**src/design/sbcd_pkg.sv**
```systemverilog
/*
 * Package for the synchronous burst SRAM cycle decoder.
 * Holds lane and address widths, reset values and the cycle enumeration.
 * Assumes a single 250 MHz clock and no software-visible registers.
 */
package sbcd_pkg;
   // Byte lanes of the widest variant; narrower parts use the low lanes
   localparam int SBCD_LANES = 8;
   // Burst counter covers the two lowest address bits
   localparam int SBCD_ADDR_W = 2;
   // Reset values and the all-lanes write mask
   localparam logic [SBCD_ADDR_W-1:0] SBCD_ADDR_RST = 2'h0;
   localparam logic [SBCD_LANES-1:0] SBCD_LANES_RST = 8'h00;
   localparam logic [SBCD_LANES-1:0] SBCD_LANES_ALL = 8'hFF;
   // Clock period in ns, for reference by timing users
   localparam int SBCD_CLOCK_NS = 4;

   // Kind of cycle in effect after a clock edge
   typedef enum logic [1:0] {
      SBCD_IDLE,
      SBCD_READ,
      SBCD_WRITE
   } sbcd_cycle_t;
endpackage

```
**src/design/sbcd_burst_if.sv**
```systemverilog
/*
 * Interface between the cycle decoder and its burst address counter.
 * Assumes both ends share the decoder clock.
 */
`timescale 1ns/1ps
interface sbcd_burst_if;
   import sbcd_pkg::*;
   logic load;                        // Take a new start address
   logic step;                        // Move to the next burst address
   logic linear;                      // Linear order when high, interleaved when low
   logic [SBCD_ADDR_W-1:0] start;     // External A1:A0
   logic [SBCD_ADDR_W-1:0] addr;      // Address in effect next cycle

   modport ctrl (output load, output step, output linear, output start, input addr);
   modport cnt (input load, input step, input linear, input start, output addr);
endinterface

```
**src/design/sbcd_burst_counter.sv**
```systemverilog
/*
 * Two-bit wraparound burst counter, interleaved or linear.
 * Assumes load and step are never high together in a way that matters: load wins.
 */
`timescale 1ns/1ps
module sbcd_burst_counter
(
   // Clock and synchronised reset
   input wire logic i_clock,
   input wire logic i_rst_n,
   // Counter side of the burst interface
   sbcd_burst_if.cnt bus
);
   import sbcd_pkg::*;

   logic [SBCD_ADDR_W-1:0] base_reg;  // Start address of the burst
   logic [SBCD_ADDR_W-1:0] base_next;
   logic [SBCD_ADDR_W-1:0] count_reg; // Beats taken so far, wraps
   logic [SBCD_ADDR_W-1:0] count_next;

   // Next base and count
   always_comb
   begin
      base_next = base_reg;
      count_next = count_reg;
      if (bus.load)
      begin
         // New burst starts at the external address
         base_next = bus.start;
         count_next = SBCD_ADDR_RST;
      end
      else if (bus.step)
      begin
         // Wraps after four beats by width alone
         count_next = count_reg + 2'h1;
      end
   end

   // Register the counter
   always_ff @(posedge i_clock or negedge i_rst_n)
   begin
      if (!i_rst_n)
      begin
         base_reg <= SBCD_ADDR_RST;
         count_reg <= SBCD_ADDR_RST;
      end
      else
      begin
         base_reg <= base_next;
         count_reg <= count_next;
      end
   end

   // Interleaved order is an XOR of the count, linear is a wrapping sum
   assign bus.addr = bus.linear ? (base_next + count_next) : (base_next ^ count_next);
endmodule

```
**src/design/sbcd_top.sv**
```systemverilog
/*
 * Cycle decoder of a pipelined burst SRAM: samples strobes, chip selects,
 * advance and write inputs on each rising edge and reports the cycle in effect,
 * its burst address, the byte lanes written and the data pin direction.
 * Assumes all control inputs are synchronous to i_clock except the output enable,
 * which is asynchronous and only gates the registered read drive.
 */
`timescale 1ns/1ps

// Summary of operation
// - Controller strobe start with write: accept data
// - Controller strobe start read, drive when enabled
// - Continue read at next burst address
// - Continue write at next burst address
// - Suspend read repeats current address
// - Suspend write stores at current address
// - Byte selects pick lanes with parity
// - Eight selects; narrower parts use fewer
// - Any select combination written together
// - Global write low writes every lane
// - Processor strobe starts are always reads
// - Two-bit counter, interleaved or linear order
// - Output enable asynchronous, masked during writes
module sbcd_top
(
   // Clock and reset
   input wire logic i_clock,
   input wire logic i_arst_n,
   // Address strobes and advance
   input wire logic i_processor_addr_strobe_n,
   input wire logic i_controller_addr_strobe_n,
   input wire logic i_burst_advance_n,
   // Chip selects and sleep
   input wire logic i_chip_select_primary_n,
   input wire logic i_chip_select_expand_hi,
   input wire logic i_chip_select_expand_n,
   input wire logic i_sleep_request,
   // Write controls
   input wire logic i_global_write_n,
   input wire logic i_byte_write_enable_n,
   input wire logic [sbcd_pkg::SBCD_LANES-1:0] i_byte_lane_select_n,
   // Address low bits and burst order
   input wire logic [sbcd_pkg::SBCD_ADDR_W-1:0] i_addr_low,
   input wire logic i_burst_order_linear,
   // Asynchronous output enable
   input wire logic i_output_enable_n,
   // Decoded cycle
   output logic o_cycle_active,
   output logic o_cycle_write,
   output logic [sbcd_pkg::SBCD_ADDR_W-1:0] o_burst_addr,
   output logic [sbcd_pkg::SBCD_LANES-1:0] o_lane_write,
   output logic o_accept_data,
   output logic o_data_drive
);
   import sbcd_pkg::*;

   // Reset synchroniser; first stage feeds only the second
   logic rst_meta_reg;
   logic rst_n_reg;

   always_ff @(posedge i_clock or negedge i_arst_n)
   begin
      if (!i_arst_n)
      begin
         rst_meta_reg <= 1'b0;
         rst_n_reg <= 1'b0;
      end
      else
      begin
         rst_meta_reg <= 1'b1;
         rst_n_reg <= rst_meta_reg;
      end
   end

   // Burst counter connection
   sbcd_burst_if burst ();

   sbcd_burst_counter u_counter
   (
      .i_clock (i_clock),
      .i_rst_n (rst_n_reg),
      .bus (burst)
   );

   // Decoded conditions of this edge
   logic chip_selected;    // All three selects active
   logic start_ctrl;       // Controller strobe start
   logic start_proc;       // Processor strobe start
   logic hold_ok;          // Continue or suspend strobe pattern
   logic write_low;        // Derived write signal is low
   logic [SBCD_LANES-1:0] lanes_sel; // Lanes written if this is a write

   // Cycle state
   sbcd_cycle_t cycle_reg;
   sbcd_cycle_t cycle_next;
   logic [SBCD_LANES-1:0] lane_reg;
   logic [SBCD_LANES-1:0] lane_next;
   logic in_burst_reg;     // A burst has been started and not ended
   logic in_burst_next;

   // Strobe and write decode
   always_comb
   begin
      chip_selected = !i_chip_select_primary_n && i_chip_select_expand_hi && !i_chip_select_expand_n;
      // Controller start needs processor strobe high
      start_ctrl = !i_sleep_request && !i_controller_addr_strobe_n && i_processor_addr_strobe_n
                   && chip_selected;
      // Processor start regardless of write inputs
      start_proc = !i_sleep_request && !i_processor_addr_strobe_n && chip_selected;
      // Processor strobe high, or primary select high, with controller strobe high
      hold_ok = !i_sleep_request && i_controller_addr_strobe_n
                && (i_processor_addr_strobe_n || i_chip_select_primary_n);
      // Derived write low on global write, or byte enable with any select
      write_low = !i_global_write_n || (!i_byte_write_enable_n && !(&i_byte_lane_select_n));
      // Each low select writes its byte and parity bit, any mix at once
      if (!i_global_write_n)
      begin
         lanes_sel = SBCD_LANES_ALL;
      end
      else if (!i_byte_write_enable_n)
      begin
         // Selects are taken at this edge only
         lanes_sel = ~i_byte_lane_select_n;
      end
      else
      begin
         lanes_sel = SBCD_LANES_RST;
      end
   end

   // Next cycle and burst counter control
   always_comb
   begin
      cycle_next = SBCD_IDLE;
      lane_next = SBCD_LANES_RST;
      in_burst_next = 1'b0;
      burst.load = 1'b0;
      burst.step = 1'b0;
      burst.start = i_addr_low;
      burst.linear = i_burst_order_linear;
      if (start_proc)
      begin
         // Always a read at the external address
         cycle_next = SBCD_READ;
         in_burst_next = 1'b1;
         burst.load = 1'b1;
      end
      else if (start_ctrl)
      begin
         // Begin burst at the external address; advance ignored
         cycle_next = write_low ? SBCD_WRITE : SBCD_READ;
         lane_next = write_low ? lanes_sel : SBCD_LANES_RST;
         in_burst_next = 1'b1;
         burst.load = 1'b1;
      end
      else if (hold_ok && in_burst_reg)
      begin
         // Advance low steps high holds the address
         cycle_next = write_low ? SBCD_WRITE : SBCD_READ;
         lane_next = write_low ? lanes_sel : SBCD_LANES_RST;
         in_burst_next = 1'b1;
         burst.step = !i_burst_advance_n;
      end
   end

   // Register the cycle state
   always_ff @(posedge i_clock or negedge rst_n_reg)
   begin
      if (!rst_n_reg)
      begin
         cycle_reg <= SBCD_IDLE;
         lane_reg <= SBCD_LANES_RST;
         in_burst_reg <= 1'b0;
      end
      else
      begin
         cycle_reg <= cycle_next;
         lane_reg <= lane_next;
         in_burst_reg <= in_burst_next;
      end
   end

   // Registered outputs
   logic active_reg;
   logic write_reg;
   logic accept_reg;
   logic read_drive_reg;   // Read in effect; output enable gates it later
   logic [SBCD_ADDR_W-1:0] addr_reg;

   always_ff @(posedge i_clock or negedge rst_n_reg)
   begin
      if (!rst_n_reg)
      begin
         active_reg <= 1'b0;
         write_reg <= 1'b0;
         accept_reg <= 1'b0;
         read_drive_reg <= 1'b0;
         addr_reg <= SBCD_ADDR_RST;
      end
      else
      begin
         active_reg <= (cycle_next != SBCD_IDLE);
         write_reg <= (cycle_next == SBCD_WRITE);
         // Write data taken whatever the output enable
         accept_reg <= (cycle_next == SBCD_WRITE);
         // Drive is masked on writes so the pins stay tri-stated
         read_drive_reg <= (cycle_next == SBCD_READ);
         addr_reg <= burst.addr;
      end
   end

   assign o_cycle_active = active_reg;
   assign o_cycle_write = write_reg;
   assign o_accept_data = accept_reg;
   assign o_burst_addr = addr_reg;
   assign o_lane_write = lane_reg;
   // Output enable is never clocked, so this one gate follows it at once
   assign o_data_drive = read_drive_reg && !i_output_enable_n;
endmodule

```
**config.mk**
```make
export PLATFORM = sky130hd
export DESIGN_NAME = sbcd_top
export DESIGN_NICKNAME = d
export VERILOG_FILES = /design/src/design/sbcd_pkg.sv /design/src/design/sbcd_burst_if.sv /design/src/design/sbcd_burst_counter.sv /design/src/design/sbcd_top.sv
export SDC_FILE = /design/constraint.sdc
export NUM_CORES = 1
export LEC_CHECK = 0
export ABC_AREA = 1
export BUFFER_PORTS_ARGS = -buffer_cell sky130_fd_sc_hd__clkbuf_2
export CAP_MARGIN = 20
export CELL_PAD_IN_SITES_DETAIL_PLACEMENT = 0
export CELL_PAD_IN_SITES_GLOBAL_PLACEMENT = 1
export CORE_AREA = 2 2 62 49
export CTS_CLUSTER_DIAMETER = 100
export DETAILED_ROUTE_END_ITERATION = 16
export DIE_AREA = 0 0 64 51
export PLACE_DENSITY = 0.82
export SLEW_MARGIN = 30
export SYNTH_ARGS = -nofsm -noshare
export SYNTH_HDL_FRONTEND = slang
export SYNTH_SLANG_ARGS = --single-unit
```
**constraint.sdc**
```tcl
create_clock -name i_clock -period 1.3 [get_ports i_clock]
set_input_delay 0.325 -clock i_clock [delete_from_list [all_inputs] [get_ports i_clock]]
set_output_delay 0.325 -clock i_clock [all_outputs]
set_load 0.005 [all_outputs]
```
== Yosys cells after proc, flatten, opt, wreduce, memory -nomap -nowiden ==
Index checks and enable logic that the tools add are counted.

* Output and inout port bits: 14
* Input bits: 23
* Bits in registers: 20

* $add $sub $neg: 2
* Bitwise operators: 2
* Multiplexer cells: 22
* Reductions and logical operators: 26
* Eq/ne operators: 2

{| class="wikitable"
|+ Operators by type and width
! kind !! number
|-
| $mux 8 || 6
|-
| $mux 2 || 8
|-
| $logic_and 1x1->1 || 12
|-
| $logic_not 1->1 || 10
|-
| $mux 1 || 8
|-
| $not 8->8 || 1
|-
| $reduce_and 8->1 || 1
|-
| $add 2x1->2 const B || 1
|-
| $add 2x2->2 || 1
|-
| $eq 2x1->1 const B || 1
|-
| $eq 2x2->1 const B || 1
|-
| $logic_or 1x1->1 || 2
|-
| $reduce_bool 2->1 || 1
|-
| $xor 2x2->2 || 1
|}

== Longest topological paths before layout ==
* Depth in word-level cells: 11
* Depth in mapped cells: 13
* Gate-level depth less buffers: 13

== Modules after synthesis ==
A second synthesis with hierarchy kept.

* Cell total of the unflattened synthesis: 110
* Area total of the unflattened synthesis: 957.2 µm²

{| class="wikitable"
|+ Modules (own cells, without submodules)
! module !! cells each !! times used !! area each (µm²) !! sequential area each (µm²)
|-
| sbcd_top || 76 || 1 || 714.4 || 400.4
|-
| sbcd_burst_counter || 34 || 1 || 242.7 || 100.1
|}

== Worst setup path after synthesis ==
Ideal clock, no wire load.

* Path kind: input port to flip-flop
* Start point: input port i_chip_select_expand_n
* End point: register addr_reg[1] (netlist: o_burst_addr[1])
* Required time: 1.184 ns
* Path buffers: 0
* Stages: 13
* Data arrival time: 1.363 ns
* Slack: -0.179 ns
* Cells stage by stage: nor2_1 -> nand2_1 -> a21oi_4 -> inv_2 -> nand2_1 -> nand2_1 -> ha_1 -> nand2_1 -> inv_1 -> nand3_2 -> nand2_1 -> nand2_1 -> nand2_1

{| class="wikitable"
|+ RTL lines
! item !! line !! text
|-
| start, declared || sbcd_top.sv:36 || <nowiki>input wire logic i_chip_select_expand_n,</nowiki>
|-
| $logic_not 1->1 (*) || sbcd_top.sv:104 || <nowiki>chip_selected = !i_chip_select_primary_n && i_chip_select_expand_hi && !i_chip_select_expand_n;</nowiki>
|-
| $logic_and 1x1->1 (*) || sbcd_top.sv:104 ||
|-
| $logic_and 1x1->1 || sbcd_top.sv:107 || <nowiki>&& chip_selected;</nowiki>
|-
| $mux 1 || sbcd_top.sv:148 || <nowiki>else if (start_ctrl)</nowiki>
|-
| $mux 1 (*) || sbcd_top.sv:141 || <nowiki>if (start_proc)</nowiki>
|-
| $mux 2 (*) || sbcd_burst_counter.sv:26 || <nowiki>if (bus.load)</nowiki>
|-
| via u_counter.base_next[0] || sbcd_burst_counter.sv:17 || <nowiki>logic [SBCD_ADDR_W-1:0] base_next;</nowiki>
|-
| $add 2x2->2 (*) || sbcd_burst_counter.sv:55 || <nowiki>assign bus.addr = bus.linear ? (base_next + count_next) : (base_next ^ count_next);</nowiki>
|-
| $mux 2 (*) || sbcd_burst_counter.sv:55 ||
|-
| via burst.addr[1] || sbcd_burst_if.sv:12 || <nowiki>logic [SBCD_ADDR_W-1:0] addr;</nowiki>
|-
| end signal, assigned || sbcd_top.sv:208 || <nowiki>addr_reg <= burst.addr;</nowiki>
|-
| end, declared || sbcd_top.sv:188 || <nowiki>logic [SBCD_ADDR_W-1:0] addr_reg;</nowiki>
|}

Mark *: on every way through the listed nets, which the timed path passes. The rest lies on a longest branch.

== Worst setup path after layout ==
* Start point: register in_burst_reg
* End point: register addr_reg[1] (netlist: o_burst_addr[1])

* Cells in the longest elaborated chain, start to end: 8

{| class="wikitable"
|+ RTL lines
! item !! line !! text
|-
| start, declared || sbcd_top.sv:98 || <nowiki>logic in_burst_reg;</nowiki>
|-
| start signal, assigned || sbcd_top.sv:179 || <nowiki>in_burst_reg <= in_burst_next;</nowiki>
|-
| $logic_and 1x1->1 || sbcd_top.sv:156 || <nowiki>else if (hold_ok && in_burst_reg)</nowiki>
|-
| $mux 1 || sbcd_top.sv:156 ||
|-
| $mux 1 || sbcd_top.sv:148 ||
|-
| $mux 1 || sbcd_top.sv:141 ||
|-
| $mux 2 || sbcd_burst_counter.sv:32 || <nowiki>else if (bus.step)</nowiki>
|-
| $mux 2 || sbcd_burst_counter.sv:26 ||
|-
| via u_counter.count_next[0] || sbcd_burst_counter.sv:19 || <nowiki>logic [SBCD_ADDR_W-1:0] count_next;</nowiki>
|-
| $add 2x2->2 || sbcd_burst_counter.sv:55 ||
|-
| $mux 2 || sbcd_burst_counter.sv:55 ||
|-
| via burst.addr[1] || sbcd_burst_if.sv:12 ||
|}

The timed path passes the listed nets, and every way through them passes these cells.

==> metrics.md <==
| Metric | Value |
|---|---|
| Fraction of synthesized cell area taken by the top area cell type | 54.6% |
| Register clock-pin slew on the reported worst setup and hold paths | 0.13 ns |
| Arrival @ worst endpoint | 1.72 ns |
| Start of the worst register-to-register path | in_burst_reg$_DFF_PN0_ |
| Antenna diode count | 0 |
| Maximum fanout along the worst path | 2 |
| Detail-routed net length per standard cell | 10.1 um |
| Share of total power in the clock network | 36.6% |
| Setup Crit Path Kind | reg2reg |
| Post-route total power | 0.00142 W |
| Total clock sinks | 20 |
| Setup slack after layout | -0.172 ns |
| Top achievable clock speed | 0.679 GHz |
| Area grow syn2layout | 43.2% |
| Crit path launch | in_burst_reg$_DFF_PN0_ |
| Row count | 17 |
| Total standard cell area after synthesis | 917 um^2 |
| Number of iterations in the first detailed-routing pass | 4 |
| Areal power density over the cells | 1080 nW/um^2 |
| Final critical path time including I/O delays and setup | 1.47 ns |
| Leakage power figure | 0.735 nW |
| Peak VDD IR | 0.000440 V |
| Internal power of the cells | 0.00108 W |
| Largest buffer count on any clock path | 2 |
| Post-Route WL | 1860 um |
| Number of DRC markers in iteration 0 | 10 |
| Routability congestion estimate from global placement | 0.742 |
| Detailed Place HPWL | 1550 um |
| Flip-flop count of the largest register, all copies and words added | 8 |
| Via/cell ratio | 4.17 |
| Remaining number of nets flagged by the antenna check after routing | 0 |
| TritonCTS clock tree | built |
| Fraction of layout instances using a drive strength above 1 | 56.6% |
| H-tree levels | 1 |
| Number of flops mapped to enable cells by yosys | 0 |
| Number of failing setup endpoints in the final timing report | 1 |
| Starting density of the core | 33.4% |
| Count of boundary I/O pins | 37 |
| Resized Gates After CTS | 0 |
| Failing checks | setup timing |
| Number of hold-slack violations in the final timing report | 0 |
| Net switching power | 0.000338 W |
| Maximum number of pins on one net before global-route repair | 13 |
| Fraction of power spent switching nets | 23.8% |
| Tcrit/Tclk final | 113% |
| Cell at the root of the clock tree | sky130_fd_sc_hd__clkbuf_4 |
| Vias | 763 |
| Via count of the first global-routing pass | 827 |
| Endpoint of the worst setup timing path | o_burst_addr[1]$_DFF_PN0_ |
| Commonest register cell after synthesis | sky130_fd_sc_hd__dfrtp_1 |
| Final design utilization | 47.9% |
| Run status | complete, but fails checks |
| Number of max-cap violations | 0 |
| Worst-skew pair later-pin latency | 0.31 ns |
| Total congestion overflow after global routing | 0 |
| Worst reg-to-reg setup slack | -0.17 ns |
| FF+latch count, synth | 20 |
| Pins Over Slew Limit | 0 |
| Part of the power in combinational logic | 14.8% |
| Residual DRC | 0 |
| Unrepaired setup endpoints after global routing | true |
| Leading post-synthesis cells by cell area | sky130_fd_sc_hd__dfrtp_1 55%, sky130_fd_sc_hd__nand2_1 7.8%, sky130_fd_sc_hd__a21oi_2 7.6% |
| Seq pwr share | 48.7% |
| Die height | 51 um |
| Average cell area after synthesis | 9.76 um^2 |
| Synthesized instance count | 94 |
| Total global routing track utilization | 13.1% |
| Capture point of the worst reg-to-reg path | o_burst_addr[1]$_DFF_PN0_ |
| Sequential-to-total area share from yosys stat | 54.6% |
| Number of antenna violations at the first check in global routing | 0 |
| Number of cells traversed by the worst register-to-register path | 12 |
| Placeable Area | 2740 um^2 |
| First-pass GRT wire length | 3300 um |
| Width of the die | 64 um |
| Clock Skews | 0.0129 ns |
| Distinct cell type count after synthesis | 22 |
| Async set-reset flop share out of synthesis | 100% |
| Post-synth top area cell | sky130_fd_sc_hd__dfrtp_1 |
| HP Class | reg2async |
| Critical Path Start Type | flop |
| Die area | 3260 um^2 |
| Post-synth net total | 118 |
| Critical Path Sink Type | flop |
| Count of warnings emitted by yosys | 0 |
| Number of port buffers | 36 |
| Final nets | 170 |
| Worst endpoint required time | 1.55 ns |
| CTS buffer count | 3 |
[critical path, cell delays in order, from the launching register on]
cell and delay [ns]:
sky130_fd_sc_hd__dfrtp_1 0.39, sky130_fd_sc_hd__nand3_4 0.08, sky130_fd_sc_hd__nor2_4 0.09, sky130_fd_sc_hd__nand2_2 0.06, sky130_fd_sc_hd__xor2_1 0.14, sky130_fd_sc_hd__nor2_1 0.13
sky130_fd_sc_hd__ha_2 0.19, sky130_fd_sc_hd__nand2_2 0.06, sky130_fd_sc_hd__inv_2 0.05, sky130_fd_sc_hd__nand3_2 0.06, sky130_fd_sc_hd__nand2_1 0.06, sky130_fd_sc_hd__nand2_1 0.05
sky130_fd_sc_hd__nand2_1 0.05
[area by class of cell]
class	count	area, um^2
fillers	263	1430
clock buffers	3	22.5
clock inverters	1	30.0
well taps	38	47.5
multi-input cells	59	375
repair buffers	50	288
flip-flops and latches	20	500
inverters	12	50.0
[synth_stat cells (2+ instances only)]
cell / count
sky130_fd_sc_hd__dfrtp_1: 20
sky130_fd_sc_hd__nand3_1: 5
sky130_fd_sc_hd__nor2_1: 8
sky130_fd_sc_hd__nand2_2: 4
sky130_fd_sc_hd__nand2_1: 19
sky130_fd_sc_hd__nand4_1: 2
sky130_fd_sc_hd__xor2_1: 2
sky130_fd_sc_hd__a21oi_2: 8
sky130_fd_sc_hd__nand3_2: 3
sky130_fd_sc_hd__inv_2: 4
sky130_fd_sc_hd__inv_1: 8
[cell usage in the layout, fill, tap and decap left out, types with 2 or more instances in the layout]
cell	netlist	layout
sky130_fd_sc_hd__nand2_1	19	18
sky130_fd_sc_hd__xor2_1	2	2
sky130_fd_sc_hd__nand3_2	3	3
sky130_fd_sc_hd__nand3_1	5	4
sky130_fd_sc_hd__clkbuf_4	0	3
sky130_fd_sc_hd__nor2_1	8	7
sky130_fd_sc_hd__clkbuf_2	0	36
sky130_fd_sc_hd__nand4_1	2	2
sky130_fd_sc_hd__dfrtp_1	20	20
sky130_fd_sc_hd__buf_4	1	13
sky130_fd_sc_hd__nor2_2	1	2
sky130_fd_sc_hd__inv_1	8	6
sky130_fd_sc_hd__inv_2	4	5
sky130_fd_sc_hd__a21oi_2	8	8
sky130_fd_sc_hd__nand2_2	4	5
[stage by stage]
step / setup slack [ns] / setup TNS, ns / hold WS, ns / instances / instance area, um^2
final: -0.172 / -0.172 / 0.146 / 183 / 1310
after floorplan: -0.138 / -0.192 / 0.0294 / 94 / 942
after global placement: -0.334 / -0.507 / 0.111 / 176 / 1240
after global routing: -0.281 / -0.319 / 0.160 / 183 / 1310
after detailed placement: -0.368 / -0.553 / 0.114 / 176 / 1240
after CTS: -0.190 / -0.190 / 0.177 / 182 / 1310
[layer usage]
layer	up-vias	global-route usage [%]	part of all wire [%]
met3	2	3.08	6.4
met2	24	22.9	46
met5	-	0	0
met1	345	15.6	46
li1	392	-	-
met4	0	5.43	1.0
[worst min path at each step]
stage	cells after the start	end	from	slack [ns]
3_3_place_gp	1	rst_meta_reg$_DFF_PN0_	i_arst_n	0.11
5_1_grt	2	o_lane_write[6]$_DFF_PN0_	i_byte_lane_select_n[6]	0.16
2_1_floorplan	0	rst_meta_reg$_DFF_PN0_	i_arst_n	0.03
4_1_cts	0	o_burst_addr[0]$_DFF_PN0_	rst_n_reg$_DFF_PN0_	0.18
6_report	0	u_counter.count_reg[1]$_DFF_PN0_	rst_n_reg$_DFF_PN0_	0.15
3_5_place_dp	1	rst_meta_reg$_DFF_PN0_	i_arst_n	0.11
[cells by family (layout without fill, tap and decap cells)]
kind of cell    after synthesis  in the layout  synth area share, %
simple gates                 44             44                 24.3
buf+inv                      15             66                 6.68
fa+ha+maj                     1              1                 1.36
flops                        20             20                 54.6
xor+xnor                      2              2                 1.91
other cells                   1              1                0.409
compound gates               11             11                 10.8
[repair_timing]
item / CTS / global route
hold endpoints to repair: 2 / 0
pin swaps: 4 / 0
hold buffers: 1 / 0
setup endpoints to repair: 2 / 2
setup buffers: 1 / 1
[power by group through the flow]
| stage | logic [W] | registers [W] | clock network [W] |
|---|---|---|---|
| floorplan | 0.0000996 | 0.000705 | 0 |
| global placement | 0.000208 | 0.000701 | 0 |
| detailed placement | 0.000211 | 0.000701 | 0 |
| CTS | 0.000214 | 0.000690 | 0.000532 |
| global route | 0.000235 | 0.000694 | 0.000562 |
| finish | 0.000209 | 0.000689 | 0.000517 |
(Power assumes the default switching activity.)
